**config.mk**
```make
export PLATFORM = sky130hd
export DESIGN_NAME = ccf_event_flags
export DESIGN_NICKNAME = d
export VERILOG_FILES = /design/src/inc/ccf_pkg.sv /design/src/rtl/ccf_event_flags.sv
export SDC_FILE = /design/constraint.sdc
export NUM_CORES = 1
export LEC_CHECK = 0
export BUFFER_PORTS_ARGS = -buffer_cell sky130_fd_sc_hd__buf_2
export CAP_MARGIN = 30
export CORE_AREA = 2 2 120 75
export CTS_BUF_LIST = sky130_fd_sc_hd__clkbuf_8
export DETAILED_ROUTE_END_ITERATION = 12
export DIE_AREA = 0 0 122 77
export PLACE_DENSITY = 0.93
export SKIP_LAST_GASP = 1
export SYNTH_ARGS = -nofsm -noshare
export SYNTH_HDL_FRONTEND = slang
export SYNTH_SLANG_ARGS = --single-unit
```
**constraint.sdc**
```tcl
create_clock -name pclk -period 4.12 [get_ports pclk]
set_clock_uncertainty 0.1 [all_clocks]
set_input_delay 0.412 -clock pclk [delete_from_list [all_inputs] [get_ports pclk]]
set_output_delay 0.412 -clock pclk [all_outputs]
set_load 0.02 [all_outputs]
```
**src/inc/ccf_pkg.sv**
```systemverilog
/*
 * Constants for the capture/compare event flag block: register offsets,
 * flag bit positions, control field positions and reset values.
 * Assumes a 32-bit APB register bus with byte addresses.
 */
// Operation
// - Rise flags: up-count match or rising capture
// - Fall flags: down-count match or falling capture
// - Flags stay set until explicitly reset
// - One-match flag on count one counting down
// - Period flag on period match counting up
// - Aux compare flag on aux compare match
// - Aux period flag on aux period match
// - Trap flag from enabled low pin or software
// - Exit mode 0: pin release clears trap flag
// - Exit mode 1: software clears trap flag
// - Trap state forces selected outputs passive
// - Trap state follows flag, clears per mode
// - Hall edge matching expected sets ok flag
// - Hall edge matching neither sets bad flag
// - Idle with bad flag, pattern zero, passive
// - Shadow transfer sets shadow done flag
// - Set register ones set flags, pulse requests
// - Set register always reads zero
// - Flag register ignores bus writes
// - Request pulse on every set condition
// - Clear register ones clear flags
package ccf_pkg;

    // Register byte offsets
    localparam logic [11:0] OFS_EVENT_FLAGS = 12'h10c;
    localparam logic [11:0] OFS_EVENT_FLAG_SET = 12'h110;
    localparam logic [11:0] OFS_EVENT_FLAG_CLEAR = 12'h114;
    localparam logic [11:0] OFS_TRAP_CONTROL_REG = 12'h120;
    localparam logic [11:0] OFS_PASSIVE_LEVEL_REG = 12'h124;
    localparam logic [11:0] OFS_HALL_PATTERN = 12'h128;
    localparam logic [11:0] OFS_MC_OUT_SHADOW = 12'h12c;
    localparam logic [11:0] OFS_MC_OUT_ACTIVE = 12'h130;

    // Flag bit positions in event_flags
    localparam int B_CHAN1_RISE = 2;
    localparam int B_CHAN1_FALL = 3;
    localparam int B_CHAN2_RISE = 4;
    localparam int B_CHAN2_FALL = 5;
    localparam int B_MAIN_ONE = 6;
    localparam int B_MAIN_PERIOD = 7;
    localparam int B_AUX_COMPARE = 8;
    localparam int B_AUX_PERIOD = 9;
    localparam int B_TRAP_FLAG = 10;
    localparam int B_TRAP_ACTIVE = 11;
    localparam int B_HALL_OK = 12;
    localparam int B_HALL_BAD = 13;
    localparam int B_IDLE = 14;
    localparam int B_SHADOW_DONE = 15;

    // Control register fields
    localparam int C_TRAP_PIN_ENABLE = 0;
    localparam int C_TRAP_EXIT_MODE = 1;
    localparam int C_TRAP_SYNC_MODE = 2;
    localparam int C_MC_MODE = 3;
    localparam int C_CHAN1_CAPTURE = 4;
    localparam int C_CHAN2_CAPTURE = 5;
    localparam int C_TRAP_SEL_LSB = 8;

    // Hall pattern register fields
    localparam int H_CURRENT_LSB = 0;
    localparam int H_EXPECTED_LSB = 3;

    // Reset values
    localparam logic [15:0] RST_FLAGS = 16'h0000;
    localparam logic [13:0] RST_CONTROL = 14'h0000;
    localparam logic [5:0] RST_OUT6 = 6'h00;
    localparam logic [5:0] RST_HALL = 6'h00;
    localparam logic [31:0] RD_ZERO = 32'h00000000;

endpackage

```
**src/rtl/ccf_event_flags.sv**
```systemverilog
/*
 * Event flag logic of a capture/compare unit with an APB register port:
 * sticky channel, timer, trap, hall, idle and shadow transfer flags,
 * their set and clear registers, trap state and passive output forcing.
 * Assumes timer, hall and shadow event inputs are one-cycle pulses
 * synchronous to pclk, and pin levels already synchronised to pclk.
 */
// Decided for this implementation: register access over APB.
`timescale 1ns/1ps
`default_nettype none

module ccf_event_flags #(
    parameter int NUM_OUTS = 6
) (
    input wire logic pclk,
    input wire logic presetn,
    input wire logic clk_en,
    input wire logic psel,
    input wire logic penable,
    input wire logic pwrite,
    input wire logic [11:0] paddr,
    input wire logic [31:0] pwdata,
    output logic [31:0] prdata,
    output logic pready,
    output logic pslverr,
    input wire logic [1:0] main_cmp_match,
    input wire logic main_count_down,
    input wire logic main_one_match,
    input wire logic main_period_match,
    input wire logic aux_compare_match,
    input wire logic aux_period_match,
    input wire logic chan1_pin,
    input wire logic chan2_pin,
    input wire logic trap_input_n,
    input wire logic trap_sync,
    input wire logic hall_edge,
    input wire logic [2:0] hall_inputs,
    input wire logic shadow_transfer,
    output logic [15:0] event_flags,
    output logic [15:0] flag_set_pulse,
    output logic [NUM_OUTS-1:0] out_level,
    output logic trap_active,
    output logic idle_state
);
    import ccf_pkg::*;

    // Register state. Everything here sits behind clk_en, so a low
    // enable freezes flags, configuration and the bus answer alike;
    // a bus master must not expect an answer while it is low.
    logic [15:0] flags_q;
    logic [15:0] flags_d;
    logic [15:0] set_pulse_q;
    logic [13:0] ctrl_q;
    logic [NUM_OUTS-1:0] passive_q;
    logic [5:0] hall_q;
    logic [NUM_OUTS-1:0] mc_shadow_q;
    logic [NUM_OUTS-1:0] mc_active_q;
    logic [NUM_OUTS-1:0] out_q;
    logic [1:0] pin_prev_q;
    logic [31:0] prdata_q;
    logic pready_q;
    logic pslverr_q;

    // Bus decode. Only the low twelve address bits are compared, so the
    // block repeats through any wider window the interconnect gives it.
    // pslverr marks an unmapped address; the access still completes.
    wire logic setup_phase = psel & ~penable;
    wire logic access_done = psel & penable & pready_q;
    wire logic wr_en = access_done & pwrite;
    wire logic hit_flags = (paddr == OFS_EVENT_FLAGS);
    wire logic hit_set = (paddr == OFS_EVENT_FLAG_SET);
    wire logic hit_clear = (paddr == OFS_EVENT_FLAG_CLEAR);
    wire logic hit_ctrl = (paddr == OFS_TRAP_CONTROL_REG);
    wire logic hit_passive = (paddr == OFS_PASSIVE_LEVEL_REG);
    wire logic hit_hall = (paddr == OFS_HALL_PATTERN);
    wire logic hit_shadow = (paddr == OFS_MC_OUT_SHADOW);
    wire logic hit_active = (paddr == OFS_MC_OUT_ACTIVE);
    wire logic hit_any = hit_flags | hit_set | hit_clear | hit_ctrl
        | hit_passive | hit_hall | hit_shadow | hit_active;

    // Software set and clear strobes, one cycle at the access edge
    // They land at the same edge as hardware events, so a set and a
    // clear of one flag can meet; the flag update below settles that.
    wire logic [15:0] sw_set = (wr_en & hit_set) ? pwdata[15:0] : 16'h0000;
    wire logic [15:0] sw_clr_raw =
        (wr_en & hit_clear) ? pwdata[15:0] : 16'h0000;

    // Control fields. Mode bits and the trap output select share one
    // word, so a single write changes both together.
    wire logic trap_pin_enable = ctrl_q[C_TRAP_PIN_ENABLE];
    wire logic trap_exit_mode = ctrl_q[C_TRAP_EXIT_MODE];
    wire logic trap_sync_mode = ctrl_q[C_TRAP_SYNC_MODE];
    wire logic mc_mode = ctrl_q[C_MC_MODE];
    wire logic [1:0] capture_mode =
        {ctrl_q[C_CHAN2_CAPTURE], ctrl_q[C_CHAN1_CAPTURE]};
    wire logic [NUM_OUTS-1:0] trap_sel =
        ctrl_q[C_TRAP_SEL_LSB +: NUM_OUTS];
    wire logic [2:0] current_hall_pattern = hall_q[H_CURRENT_LSB +: 3];
    wire logic [2:0] expected_hall_pattern = hall_q[H_EXPECTED_LSB +: 3];

    // Channel pins gathered for the per-channel loop
    // Bit 0 is channel 1 and bit 1 channel 2, as on main_cmp_match
    wire logic [1:0] chan_pin = {chan2_pin, chan1_pin};
    logic [1:0] rise_set;
    logic [1:0] fall_set;

    // Capture edges or direction-qualified compare matches per channel
    // The pin history runs in every mode, so turning a channel over to
    // capture never reports an edge that happened before the switch;
    // a compare match only counts while its channel is not capturing.
    genvar ch;
    generate
        for (ch = 0; ch < 2; ch++)
        begin : g_chan
            wire logic rise_edge = chan_pin[ch] & ~pin_prev_q[ch];
            wire logic fall_edge = ~chan_pin[ch] & pin_prev_q[ch];
            assign rise_set[ch] = capture_mode[ch] ? rise_edge
                : (main_cmp_match[ch] & ~main_count_down);
            assign fall_set[ch] = capture_mode[ch] ? fall_edge
                : (main_cmp_match[ch] & main_count_down);
        end
    endgenerate

    // Trap input: the pin only counts while the pin path is enabled
    // The pin is a level: held low, it sets the flag every cycle and a
    // request pulse goes out each time, which a handler must tolerate.
    wire logic trap_pin_hit = trap_pin_enable & ~trap_input_n;
    wire logic trap_pin_release = trap_pin_enable & trap_input_n;
    wire logic trap_hw_clear =
        ~trap_exit_mode & trap_pin_release;

    // Software hall compare acts like a valid hall edge
    // An input equal to the current pattern counts as a bounce back and
    // sets neither hall flag.
    wire logic hall_cmp = hall_edge | sw_set[B_TRAP_ACTIVE];
    wire logic hall_good =
        hall_cmp & (hall_inputs == expected_hall_pattern);
    wire logic hall_wrong = hall_cmp
        & (hall_inputs != expected_hall_pattern)
        & (hall_inputs != current_hall_pattern);

    // Shadow transfer counts only in multi-channel mode
    // Outside that mode the transfer strobe is ignored entirely.
    wire logic shadow_evt = mc_mode & shadow_transfer;

    // Hardware set conditions by flag position
    // Bits without a source here stay zero; the channel-0 positions
    // belong to logic outside this block.
    logic [15:0] hw_set;
    always_comb
    begin
        hw_set = 16'h0000;
        hw_set[B_CHAN1_RISE] = rise_set[0];
        hw_set[B_CHAN1_FALL] = fall_set[0];
        hw_set[B_CHAN2_RISE] = rise_set[1];
        hw_set[B_CHAN2_FALL] = fall_set[1];
        hw_set[B_MAIN_ONE] = main_one_match & main_count_down;
        hw_set[B_MAIN_PERIOD] =
            main_period_match & ~main_count_down;
        hw_set[B_AUX_COMPARE] = aux_compare_match;
        hw_set[B_AUX_PERIOD] = aux_period_match;
        hw_set[B_TRAP_FLAG] = trap_pin_hit;
        hw_set[B_HALL_OK] = hall_good;
        hw_set[B_HALL_BAD] = hall_wrong;
        hw_set[B_IDLE] = hall_wrong;
        hw_set[B_SHADOW_DONE] = shadow_evt;
    end

    // All set conditions; the hall compare strobe is not itself a flag,
    // while a software trap set also raises the trap state
    logic [15:0] any_set;
    always_comb
    begin
        any_set = hw_set | sw_set;
        any_set[B_TRAP_ACTIVE] = sw_set[B_TRAP_FLAG];
        // Channel-0 positions are not implemented: a write never sets
        // them, so they keep reading zero
        any_set[1:0] = 2'b00;
    end

    // Software clear of the trap flag is ignored while the pin still traps;
    // the trap state bit has no clear of its own, leaving the state is
    // the job of the synchronisation logic below
    logic [15:0] sw_clr;
    always_comb
    begin
        sw_clr = sw_clr_raw;
        sw_clr[B_TRAP_FLAG] = sw_clr_raw[B_TRAP_FLAG] & ~trap_pin_hit;
        sw_clr[B_TRAP_ACTIVE] = 1'b0;
    end

    // Trap state leaves only when the flag is down and the chosen
    // synchronisation has come; it is never cleared by a write
    // With sync mode 0 the state ends in the same cycle as the flag;
    // with sync mode 1 it waits for the next trap_sync pulse, so the
    // outputs stay passive until the timer reaches a safe point.
    wire logic trap_flag_next = any_set[B_TRAP_FLAG]
        | (flags_q[B_TRAP_FLAG] & ~sw_clr[B_TRAP_FLAG]
        & ~trap_hw_clear);
    wire logic trap_leave = ~trap_flag_next
        & (~trap_sync_mode | trap_sync);

    // Next flag value: set wins over clear so no event is lost
    // The trap state bit takes a path of its own: it follows the flag up
    // at once but comes down only when trap_leave allows.
    always_comb
    begin
        flags_d = any_set | (flags_q & ~sw_clr);
        flags_d[B_TRAP_FLAG] = trap_flag_next;
        flags_d[B_TRAP_ACTIVE] = trap_flag_next | any_set[B_TRAP_ACTIVE]
            | (flags_q[B_TRAP_ACTIVE] & ~trap_leave);
    end

    // Output pattern: passive levels during trap state or idle
    // Idle forces every output, trap only the selected ones; both use
    // the next flag value so the outputs switch with the flags.
    wire logic idle_next = flags_d[B_IDLE];
    wire logic [NUM_OUTS-1:0] force_sel =
        idle_next ? {NUM_OUTS{1'b1}}
        : (flags_d[B_TRAP_ACTIVE] ? trap_sel : {NUM_OUTS{1'b0}});
    wire logic [NUM_OUTS-1:0] mc_active_d = idle_next ? {NUM_OUTS{1'b0}}
        : (shadow_evt ? mc_shadow_q : mc_active_q);
    wire logic [NUM_OUTS-1:0] out_d =
        (passive_q & force_sel) | (mc_active_d & ~force_sel);

    // Read data selection; write-only and reserved bits read zero, except control bits 7:6, which read back as written
    // Unmapped addresses also read zero; pslverr marks them, and the
    // active pattern reads back what the outputs are built from.
    logic [31:0] rd_mux;
    always_comb
    begin
        rd_mux = RD_ZERO;
        if (hit_flags)
        begin
            rd_mux[15:0] = flags_q;
        end
        else if (hit_ctrl)
        begin
            rd_mux[13:0] = ctrl_q;
        end
        else if (hit_passive)
        begin
            rd_mux[NUM_OUTS-1:0] = passive_q;
        end
        else if (hit_hall)
        begin
            rd_mux[5:0] = hall_q;
        end
        else if (hit_shadow)
        begin
            rd_mux[NUM_OUTS-1:0] = mc_shadow_q;
        end
        else if (hit_active)
        begin
            rd_mux[NUM_OUTS-1:0] = mc_active_q;
        end
        // Set and clear registers fall through to zero
    end

    // APB slave: answer one cycle after setup, read data captured at the
    // setup edge. A flag that sets in that same cycle shows on the next
    // read; this trades one cycle of staleness for a registered prdata
    // with no combinational path from the access phase to the bus.
    always_ff @(posedge pclk or negedge presetn)
    begin
        if (!presetn)
        begin
            pready_q <= 1'b0;
            pslverr_q <= 1'b0;
            prdata_q <= RD_ZERO;
        end
        else if (clk_en)
        begin
            pready_q <= setup_phase;
            pslverr_q <= setup_phase & ~hit_any;
            prdata_q <= (setup_phase & ~pwrite) ? rd_mux : RD_ZERO;
        end
    end

    // Software-written configuration; writes to the flag register are
    // dropped because it has no write path at all
    // The active pattern is read-only for the same reason.
    always_ff @(posedge pclk or negedge presetn)
    begin
        if (!presetn)
        begin
            ctrl_q <= RST_CONTROL;
            passive_q <= RST_OUT6[NUM_OUTS-1:0];
            hall_q <= RST_HALL;
            mc_shadow_q <= RST_OUT6[NUM_OUTS-1:0];
        end
        else if (clk_en & wr_en)
        begin
            if (hit_ctrl)
            begin
                ctrl_q <= pwdata[13:0];
            end
            if (hit_passive)
            begin
                passive_q <= pwdata[NUM_OUTS-1:0];
            end
            if (hit_hall)
            begin
                hall_q <= pwdata[5:0];
            end
            if (hit_shadow)
            begin
                mc_shadow_q <= pwdata[NUM_OUTS-1:0];
            end
        end
    end

    // Flags, request pulses and the output stage
    // The pin history is clocked with the flags, so an edge that sets a
    // capture flag is seen exactly once.
    always_ff @(posedge pclk or negedge presetn)
    begin
        if (!presetn)
        begin
            flags_q <= RST_FLAGS;
            set_pulse_q <= RST_FLAGS;
            mc_active_q <= RST_OUT6[NUM_OUTS-1:0];
            out_q <= RST_OUT6[NUM_OUTS-1:0];
            pin_prev_q <= 2'b00;
        end
        else if (clk_en)
        begin
            flags_q <= flags_d;
            set_pulse_q <= any_set;
            mc_active_q <= mc_active_d;
            out_q <= out_d;
            pin_prev_q <= chan_pin;
        end
    end

    // Outputs straight from flip-flops
    // trap_active and idle_state are plain copies of their flag bits
    assign prdata = prdata_q;
    assign pready = pready_q;
    assign pslverr = pslverr_q;
    assign event_flags = flags_q;
    assign flag_set_pulse = set_pulse_q;
    assign out_level = out_q;
    assign trap_active = flags_q[B_TRAP_ACTIVE];
    assign idle_state = flags_q[B_IDLE];

endmodule // ccf_event_flags

`default_nettype wire

```
==> impl_metrics.tcl, run 1 <==
set metrics [dict create \
    status "finished, violations left" \
    violations "hold timing" \
    cts_max_path_buffers 2 \
    cts-buffers-inserted 9 \
    holdBufCountCts 0 \
    antenna_found_initial 1 \
    max-vdd-ir-drop_mv 0.239 \
    gr-total-overflow 0 \
    worstPathArrival_ns 2.69 \
    dieArea_um2 9390 \
    yosys_warnings 0 \
    die_h_um 77 \
    path_cells "buf_2 -> nor4b_4 -> nand4_1 -> nor2_1 -> a22oi_1 -> a221oi_1 -> o2bb2ai_1" \
    layout.cells.non_filler 668 \
    cts_resized 0 \
    period_minus_slack_ns 2.55 \
    ys_seq_area_share_pct 49.7 \
    fin_crit_sh_pct 62.0 \
    synth_xor_area_share_pct 1.11 \
    async_flop_share_pct 100 \
    drive_gt1_share_pct 32.6 \
    num_rows 26 \
    mostFrequentLayoutCells "buf_2, dfrtp_1, nand2_1, mux2_2, a21oi_1" \
    antenna_left 0 \
    avgSynthCellArea_um2 10.4 \
    yosys.area_share.adder_pct 0 \
    synthMuxAreaShare_pct 11.3 \
    num_vias 4019 \
    synth_compound_area_share_pct 16.9 \
    worst_hold_slack_ns -0.00251 \
    grt_pass1_vias 3911 \
    setup_viol 0 \
    hold_viol_final 19 \
    synth-edff-count 0 \
    die_w_um 122 \
    clk_pin_slew_ns 0.10 \
    drt_iter0_markers 519 \
    rsz0062_at_grt "false" \
    drv_cap 0 \
    drc 0 \
    viasPerCell 6.02 \
    hold_path.class "primary input to async pin" \
    routed_wl_um 13000 \
    nNetsFinal 617 \
    pwr-share-clk_pct 34.7 \
    slew_headroom_pct 33.3 \
    portBuffers 105 \
    cts_setup_buffers 0 \
    num_antenna_cells 0 \
    initial_utilization_pct 57.0 \
    p_total_mw 1.73 \
    required_ns 4.26 \
    combPwrFrac_pct 10.3 \
    h-tree-depth 3 \
    fin_setup_tns_ns 0 \
    hpwl_um 9590 \
    layout_commonest_cell "buf_2" \
    placed_cells 652 \
    final_area_um2 5460 \
    grt_use_total_pct 29.0 \
    reg2reg_setup_slack_ns 1.70 \
    cts_tree "done" \
    yosys.area_share.simple_pct 15.1 \
    switching_share_pct 29.1 \
    synth_cells 453 \
    slowest_stage "nor2_1" \
    synth_cell_types 47 \
    place_congestion 0.873 \
    endpoint_kind "flip-flop" \
    p_leak_nw 2.59 \
    synth_ff_type "dfrtp_1" \
    p_switching_mw 0.503 \
    dr.pass1.iters 9 \
    grt_first_pass_wirelength_um 20800 \
    max_freq_mhz 392 \
    placed_area_um2 5270 \
    power.internal_mw 1.22 \
    max_stage_delay_ns 0.53 \
    slew_viol_final 0 \
    ios 140 \
    grt_start_max_net_pins 59 \
    synth_top_family_by_area "compound AO/OA/AOI/OAI gates" \
    synthesis.area_um2 4730 \
    critical_path_peak_fanout 8 \
    root_buffer "clkbuf_8" \
    insertion_delay_ns 0.38 \
    clock-sinks 94 \
    seq_power_share_pct 55.0 \
    power_density_nw_per_um2 316 \
    synth_seq_cells 94 \
    wl_per_cell_um 19.4 \
    syn2layout_area_growth_pct 15.4 \
    coreArea_um2 8300 \
    path_class "primary input to flip-flop" \
    tightestPinTransition_ns 0.996 \
    worstSetupStartpointType "primary input" \
]
synth_stat cells (6+ instances only):
library cell / instances / area share (%)
nor2b_1: 6 / 0.79
a22o_1: 11 / 2.0
clkbuf_1: 15 / 1.2
nand3_1: 6 / 0.63
o2bb2ai_1: 14 / 2.6
dfrtp_1: 94 / 50
inv_1: 7 / 0.56
nor2_1: 26 / 2.1
or3_1: 6 / 0.79
a21oi_1: 33 / 3.5
mux2i_1: 12 / 2.5
a21oi_2: 6 / 1.1
o21ai_0: 23 / 2.4
nand2_1: 67 / 5.3
mux2_2: 37 / 8.8
a22oi_1: 13 / 2.1
buf_4: 20 / 3.2
metal layers:
| layer | track usage [%] | share of wire [%] | vias to the layer above |
|---|---|---|---|
| met3 | 8.71 | 11 | 12 |
| met1 | 43.7 | 44 | 1993 |
| met2 | 41.3 | 45 | 225 |
| met4 | 6.21 | 0.59 | 2 |
| li1 | - | - | 1787 |
| met5 | 0 | 0.10 | - |
critical path, delay by kind of cell:
kind | cells | cell delay [ns]
compound gates | 3 | 0.82
buf+inv | 1 | 0.11
simple gates | 3 | 1.34
state kept, by name (all words and copies together) (netlist names):
name	count
event_flags	16
prdata	16
ctrl_q	14
flag_set_pulse	14
hall_q	6
mc_active_q	6
mc_shadow_q	6
out_level	6
passive_q	6
pin_prev_q	2
pready	1
pslverr	1
power groups by stage:
stage | logic [mW] | registers, mW | clock network (mW)
2_1_floorplan | 0.0846 | 0.984 | 0
3_3_place_gp | 0.169 | 0.967 | 0
3_5_place_dp | 0.175 | 0.967 | 0
4_1_cts | 0.176 | 0.950 | 0.604
5_1_grt | 0.194 | 0.951 | 0.645
6_report | 0.177 | 0.950 | 0.600
path summary, 6_finish.rpt:
path,startpoint,end,depth (start not counted)
worst max-delay path,paddr[1],prdata[4],7
worst min-delay path,presetn,hall_q[3],1
worst max register to register,pready,mc_active_q[2],7
worst min register to register,prdata[0],prdata[0],1
max in group asynchronous,presetn,event_flags[4],2
min in group pclk,pwdata[0],event_flags[0],2
kinds of logic (layout without fill, tap and decap cells):
family	Yosys count	count (layout)
multiplexers	49	49
buffers and inverters	49	135
other	1	18
XOR/XNOR	6	6
AO/OA/AOI/OAI	116	116
flip-flops	94	94
AND/OR/NAND/NOR	138	138
through the flow:
stage                     utilization [%]  worst slack (ns)  hold WS [ns]
after CTS                            65.8              1.70       0.00573
after floorplan                         -              1.88        0.0164
final                                65.8              1.57      -0.00251
after global routing                 65.8              1.48        0.0351
after global placement               63.5              1.34         0.364
after detailed placement             63.5              1.30         0.369
cell type report:
type,instances,area (µm²)
fill,657,2830
multi-input combinational,327,2170
tap,112,140
clock buffer,9,124
timing repair buffer,111,573
inverter,8,30.0
sequential,94,2350
clock inverter,7,68.8
Note: power is estimated with default switching activity, not from simulation.
==> inputs of run 2 (changes only) <==
--- a/config.mk
+++ b/config.mk
@@ -7,11 +7,11 @@
 export LEC_CHECK = 0
 export BUFFER_PORTS_ARGS = -buffer_cell sky130_fd_sc_hd__buf_2
 export CAP_MARGIN = 30
-export CORE_AREA = 2 2 120 75
+export CORE_AREA = 2 2 132 82
 export CTS_BUF_LIST = sky130_fd_sc_hd__clkbuf_8
 export DETAILED_ROUTE_END_ITERATION = 12
-export DIE_AREA = 0 0 122 77
-export PLACE_DENSITY = 0.93
+export DIE_AREA = 0 0 134 84
+export PLACE_DENSITY = 0.83
 export SKIP_LAST_GASP = 1
 export SYNTH_ARGS = -nofsm -noshare
 export SYNTH_HDL_FRONTEND = slang
==> constraint.sdc (replaced) <==
create_clock -name pclk -period 2.09 [get_ports pclk]
set_clock_uncertainty 0.1 [all_clocks]
set_input_delay 0.209 -clock pclk [delete_from_list [all_inputs] [get_ports pclk]]
set_output_delay 0.209 -clock pclk [all_outputs]
set_load 0.02 [all_outputs]
==> run 2 against run 1 <==
Net effect:
- the run now ends clean
- hold slack improved by 0.015 ns
- sequential share of layout area fell by 2.8 points
- sequential power rose by 97%
- largest power group unchanged
- via count rose by 4.6%
- register-to-register slack got worse by 1.7 ns
==> impl_metrics.tcl, run 2 (same netlist as run 1, synthesis figures left out) <==
set metrics [dict create \
    utilization_pct 57.3 \
    fin_setup_tns_ns 0 \
    portBuffers 105 \
    reg2reg_to "out_level[3]" \
    multi_input_area_um2 2250 \
    ios 140 \
    slowest_stage "or3_4" \
    slew_headroom_pct 65.1 \
    r2r_start "pready" \
    cts_setup_buffers 0 \
    grt_start_max_net_pins 45 \
    root_buffer "clkbuf_8" \
    routed_wl_um 13800 \
    rr_worst_depth 6 \
    p_leak_nw 2.77 \
    drv_cap 0 \
    cts_max_path_buffers 2 \
    die_w_um 134 \
    grt_use_total_pct 24.7 \
    reg2reg_setup_slack_ns 0.02 \
    worstHoldStart "pwdata[1]" \
    drc 0 \
    power_density_nw_per_um2 590 \
    pwr-share-clk_pct 34.5 \
    h-tree-depth 3 \
    grt_pass1_vias 3971 \
    slew_viol_final 0 \
    clock-sinks 94 \
    p_switching_mw 0.938 \
    seq_power_share_pct 54.3 \
    grt_first_pass_wirelength_um 21300 \
    path_cells "and4_4 -> nand4_4 -> o311a_1 -> or3_4 -> a21oi_2 -> mux2i_1" \
    p_total_mw 3.45 \
    setup_viol 0 \
    max-vdd-ir-drop_mv 0.302 \
    syn2layout_area_growth_pct 23.5 \
    critical_path_peak_fanout 7 \
    cts_tree "done" \
    place_ws_ns -0.163 \
    final_area_um2 5840 \
    insertion_delay_ns 0.37 \
    viasPerCell 5.80 \
    antenna_left 0 \
    drive_gt1_share_pct 36.7 \
    power.internal_mw 2.51 \
    hpwl_um 10200 \
    num_antenna_cells 0 \
    max_freq_mhz 482 \
    required_ns 2.29 \
    dieArea_um2 11300 \
    mostFrequentLayoutCells "buf_2, dfrtp_1, nand2_1, mux2_2, a21oi_1" \
    combPwrFrac_pct 11.2 \
    die_h_um 84 \
    dr.pass1.iters 5 \
    worstPathArrival_ns 2.27 \
    holdPathStages 2 \
    antenna_found_initial 0 \
    gr-total-overflow 0 \
    placed_area_um2 5560 \
    hold_end "event_flags[1]" \
    switching_share_pct 27.2 \
    cts-buffers-inserted 9 \
    wl_per_cell_um 19.1 \
    nNetsFinal 647 \
    rsz0062_at_grt "true" \
    hold_path.class "primary input to flip-flop" \
    final.setup.worst_slack_ns 0.0157 \
    path_class "flip-flop to flip-flop" \
    fillers 863 \
    status "complete, no violations" \
    fin_crit_sh_pct 99.3 \
    drt_iter0_markers 386 \
    initial_utilization_pct 46.4 \
    place_congestion 0.912 \
    hold_viol_final 0 \
    regArea_um2 2350 \
    num_rows 29 \
    tightestPinTransition_ns 0.523 \
    num_vias 4203 \
    worstSetupStartpointType "flip-flop" \
    clk_pin_slew_ns 0.10 \
    endpoint_kind "flip-flop" \
    period_minus_slack_ns 2.07 \
    max_stage_delay_ns 0.44 \
    layout_commonest_cell "buf_2" \
    coreArea_um2 10200 \
]
## run 2: cell type report
class / count / area share, %
clock buffers: 12 / 2.83
clock inverters: 4 / 0.492
inverters: 8 / 0.514
multi-input cells: 327 / 38.5
flip-flops and latches: 94 / 40.3
well taps: 139 / 2.98
repair buffers: 141 / 14.4
## run 2: through the flow
step | instances | hold slack [ns]
2_1_floorplan | 470 | -0.187
3_3_place_gp | 707 | 0.0467
3_5_place_dp | 707 | 0.0488
4_1_cts | 725 | 0.00109
5_1_grt | 725 | 0.00200
6_report | 725 | 0.0125
## run 2: power by group through the flow
stage | clock, mW | combinational, mW | sequential (mW)
after floorplan | 0 | 0.167 | 1.94
after global placement | 0 | 0.365 | 1.90
after detailed placement | 0 | 0.377 | 1.91
after CTS | 1.20 | 0.381 | 1.87
after global routing | 1.29 | 0.421 | 1.88
final | 1.19 | 0.387 | 1.87
## run 2: what timing repair did
item	in CTS	in global routing
endpoints found under the setup margin	7	15
hold buffers	2	1
resized for setup	5	6
pin swaps	1	7
endpoints found under the hold margin	27	1
## run 2: worst max-delay path by stage
stage                   from           end  slack, ns  cells after the start
CTS                   pready  out_level[3]       0.01                      7
finish                pready  out_level[3]       0.02                      6
floorplan             pready  out_level[0]       0.01                      7
detailed placement  paddr[5]  out_level[4]      -0.16                      8
global placement    paddr[5]  out_level[2]      -0.09                      8
global route          pready  out_level[4]      -0.07                      6
## run 2: metal layers
layer  GRT usage [%]  part of all wire (%)  vias up
met3            6.92                    11       24
met1            36.9                    45     2085
met4            5.71                   1.6        0
li1                -                     -     1845
met5               0                     0        -
met2            35.7                    43      249
## run 2: worst max-delay path: cells and delay by family, from the launching register on
family          cells  cell delay (ns)
simple gates        3             0.80
flops               1             0.37
mux                 1             0.20
compound gates      2             0.54
==> inputs of run 3 (changes only) <==
--- a/config.mk
+++ b/config.mk
@@ -12,6 +12,7 @@
 export DETAILED_ROUTE_END_ITERATION = 12
 export DIE_AREA = 0 0 134 84
 export PLACE_DENSITY = 0.83
+export RECOVER_POWER = 50
 export SKIP_LAST_GASP = 1
 export SYNTH_ARGS = -nofsm -noshare
 export SYNTH_HDL_FRONTEND = slang
==> run 3 against run 2 <==
Net effect:
- global-route usage unchanged
- combinational power is 3% lower
- count of clock-buffer cells in the layout stayed put
- sequential power hardly changed
- utilization fell by 0.47 points
- largest power group unchanged
==> impl_metrics.tcl, run 3 (same netlist as run 1, synthesis figures left out) <==
set metrics [dict create \
    status "complete, no violations" \
    layout_commonest_cell "dfrtp_1" \
    num_rows 29 \
    grt_use_total_pct 24.7 \
    mostFrequentLayoutCells "dfrtp_1, buf_2, nand2_1, mux2_2, a21oi_1" \
    coreArea_um2 10200 \
    ios 140 \
    rr_worst_depth 6 \
    reg2reg_to "out_level[3]" \
    gr-total-overflow 0 \
    worstSetupStartpointType "flip-flop" \
    worstPathArrival_ns 2.27 \
    max-vdd-ir-drop_mv 0.296 \
    dieArea_um2 11300 \
    num_vias 4224 \
    root_buffer "clkbuf_8" \
    antenna_found_initial 0 \
    pwr-share-clk_pct 34.7 \
    cts-buffers-inserted 9 \
    grt_start_max_net_pins 45 \
    h-tree-depth 3 \
    r2r_start "pready" \
    slew_headroom_pct 44.4 \
    fillers 879 \
    routed_wl_um 13900 \
    critical_path_peak_fanout 7 \
    cts_max_path_buffers 2 \
    fin_setup_tns_ns 0 \
    antenna_left 0 \
    p_total_mw 3.44 \
    hold_path.class "primary input to flip-flop" \
    initial_utilization_pct 46.4 \
    place_congestion 0.912 \
    required_ns 2.29 \
    cts_tree "done" \
    viasPerCell 5.83 \
    power.internal_mw 2.50 \
    endpoint_kind "flip-flop" \
    wl_per_cell_um 19.1 \
    portBuffers 105 \
    p_switching_mw 0.943 \
    rsz0062_at_grt "true" \
    reg2reg_setup_slack_ns 0.02 \
    hold_end "event_flags[1]" \
    drive_gt1_share_pct 32.9 \
    switching_share_pct 27.4 \
    slew_viol_final 0 \
    hpwl_um 10200 \
    die_h_um 84 \
    setup_viol 0 \
    nNetsFinal 647 \
    max_freq_mhz 482 \
    holdPathStages 2 \
    clk_pin_slew_ns 0.10 \
    path_class "flip-flop to flip-flop" \
    p_leak_nw 2.68 \
    drc 0 \
    num_antenna_cells 0 \
    fin_crit_sh_pct 99.2 \
    seq_power_share_pct 54.4 \
    utilization_pct 56.9 \
    power_density_nw_per_um2 594 \
    startpoint "pready" \
    dr.pass1.iters 5 \
    period_minus_slack_ns 2.07 \
    hold_viol_final 0 \
    combPwrFrac_pct 10.9 \
    cts_setup_buffers 0 \
    drt_iter0_markers 380 \
    clock-sinks 94 \
    grt_first_pass_wirelength_um 21300 \
    tightestPinTransition_ns 0.834 \
    worstHoldStart "pwdata[1]" \
    drv_cap 0 \
    insertion_delay_ns 0.37 \
    die_w_um 134 \
    syn2layout_area_growth_pct 22.5 \
    grt_pass1_vias 3971 \
]
-- run 3: area by class of cell --
type | count | area [µm²] | share of cell area, %
clock inverters | 4 | 28.8 | 0.496
flip-flops and latches | 94 | 2350 | 40.6
inverters | 8 | 30.0 | 0.518
well taps | 139 | 174 | 3.00
repair buffers | 141 | 796 | 13.7
clock buffers | 12 | 165 | 2.85
multi-input cells | 327 | 2250 | 38.8
-- run 3: worst max-delay path: stages (launching register included) --
cell,delay [ns]
dfrtp_2,0.37
and4_4,0.24
nand4_4,0.12
o311a_1,0.36
or3_4,0.44
a21oi_2,0.18
mux2i_1,0.20
-- run 3: power groups by stage --
stage,Clock [mW],Combinational [mW],Sequential [mW]
final,1.19,0.377,1.87
after global routing,1.29,0.409,1.88
after CTS,1.20,0.381,1.87
after detailed placement,0,0.377,1.91
after global placement,0,0.365,1.90
after floorplan,0,0.167,1.94
-- run 3: per-stage QoR --
stage	hold WS, ns	area (µm²)	setup slack, ns	cells
after floorplan	-0.187	4800	0.0128	470
after global placement	0.0467	5560	-0.0908	707
after detailed placement	0.0488	5560	-0.163	707
after CTS	0.00109	5810	0.0103	725
after global routing	0.00200	5800	-0.0734	725
final	0.0101	5800	0.0172	725
-- run 3: timing repair --
action / 4_1_cts / 5_1_grt
hold endpoints to repair: 27 / 1
cloned: 0 / 0
pin swaps: 1 / 7
endpoints found under the setup margin: 7 / 15
gates resized for setup: 5 / 6
hold buffers: 2 / 1
-- run 3: routing by layer --
layer	global-route usage (%)	routed length, µm	up-vias
li1	-	-	1852
met1	36.9	6140	2099
met2	35.7	6010	253
met3	6.92	1530	20
met4	5.71	183	0
met5	0	0	-
-- run 3: worst max path at each step --
stage / to / slack, ns / depth (start not counted)
2_1_floorplan: out_level[0] / 0.01 / 7
3_3_place_gp: out_level[2] / -0.09 / 8
3_5_place_dp: out_level[4] / -0.16 / 8
4_1_cts: out_level[3] / 0.01 / 7
5_1_grt: out_level[4] / -0.07 / 6
6_report: out_level[3] / 0.02 / 6
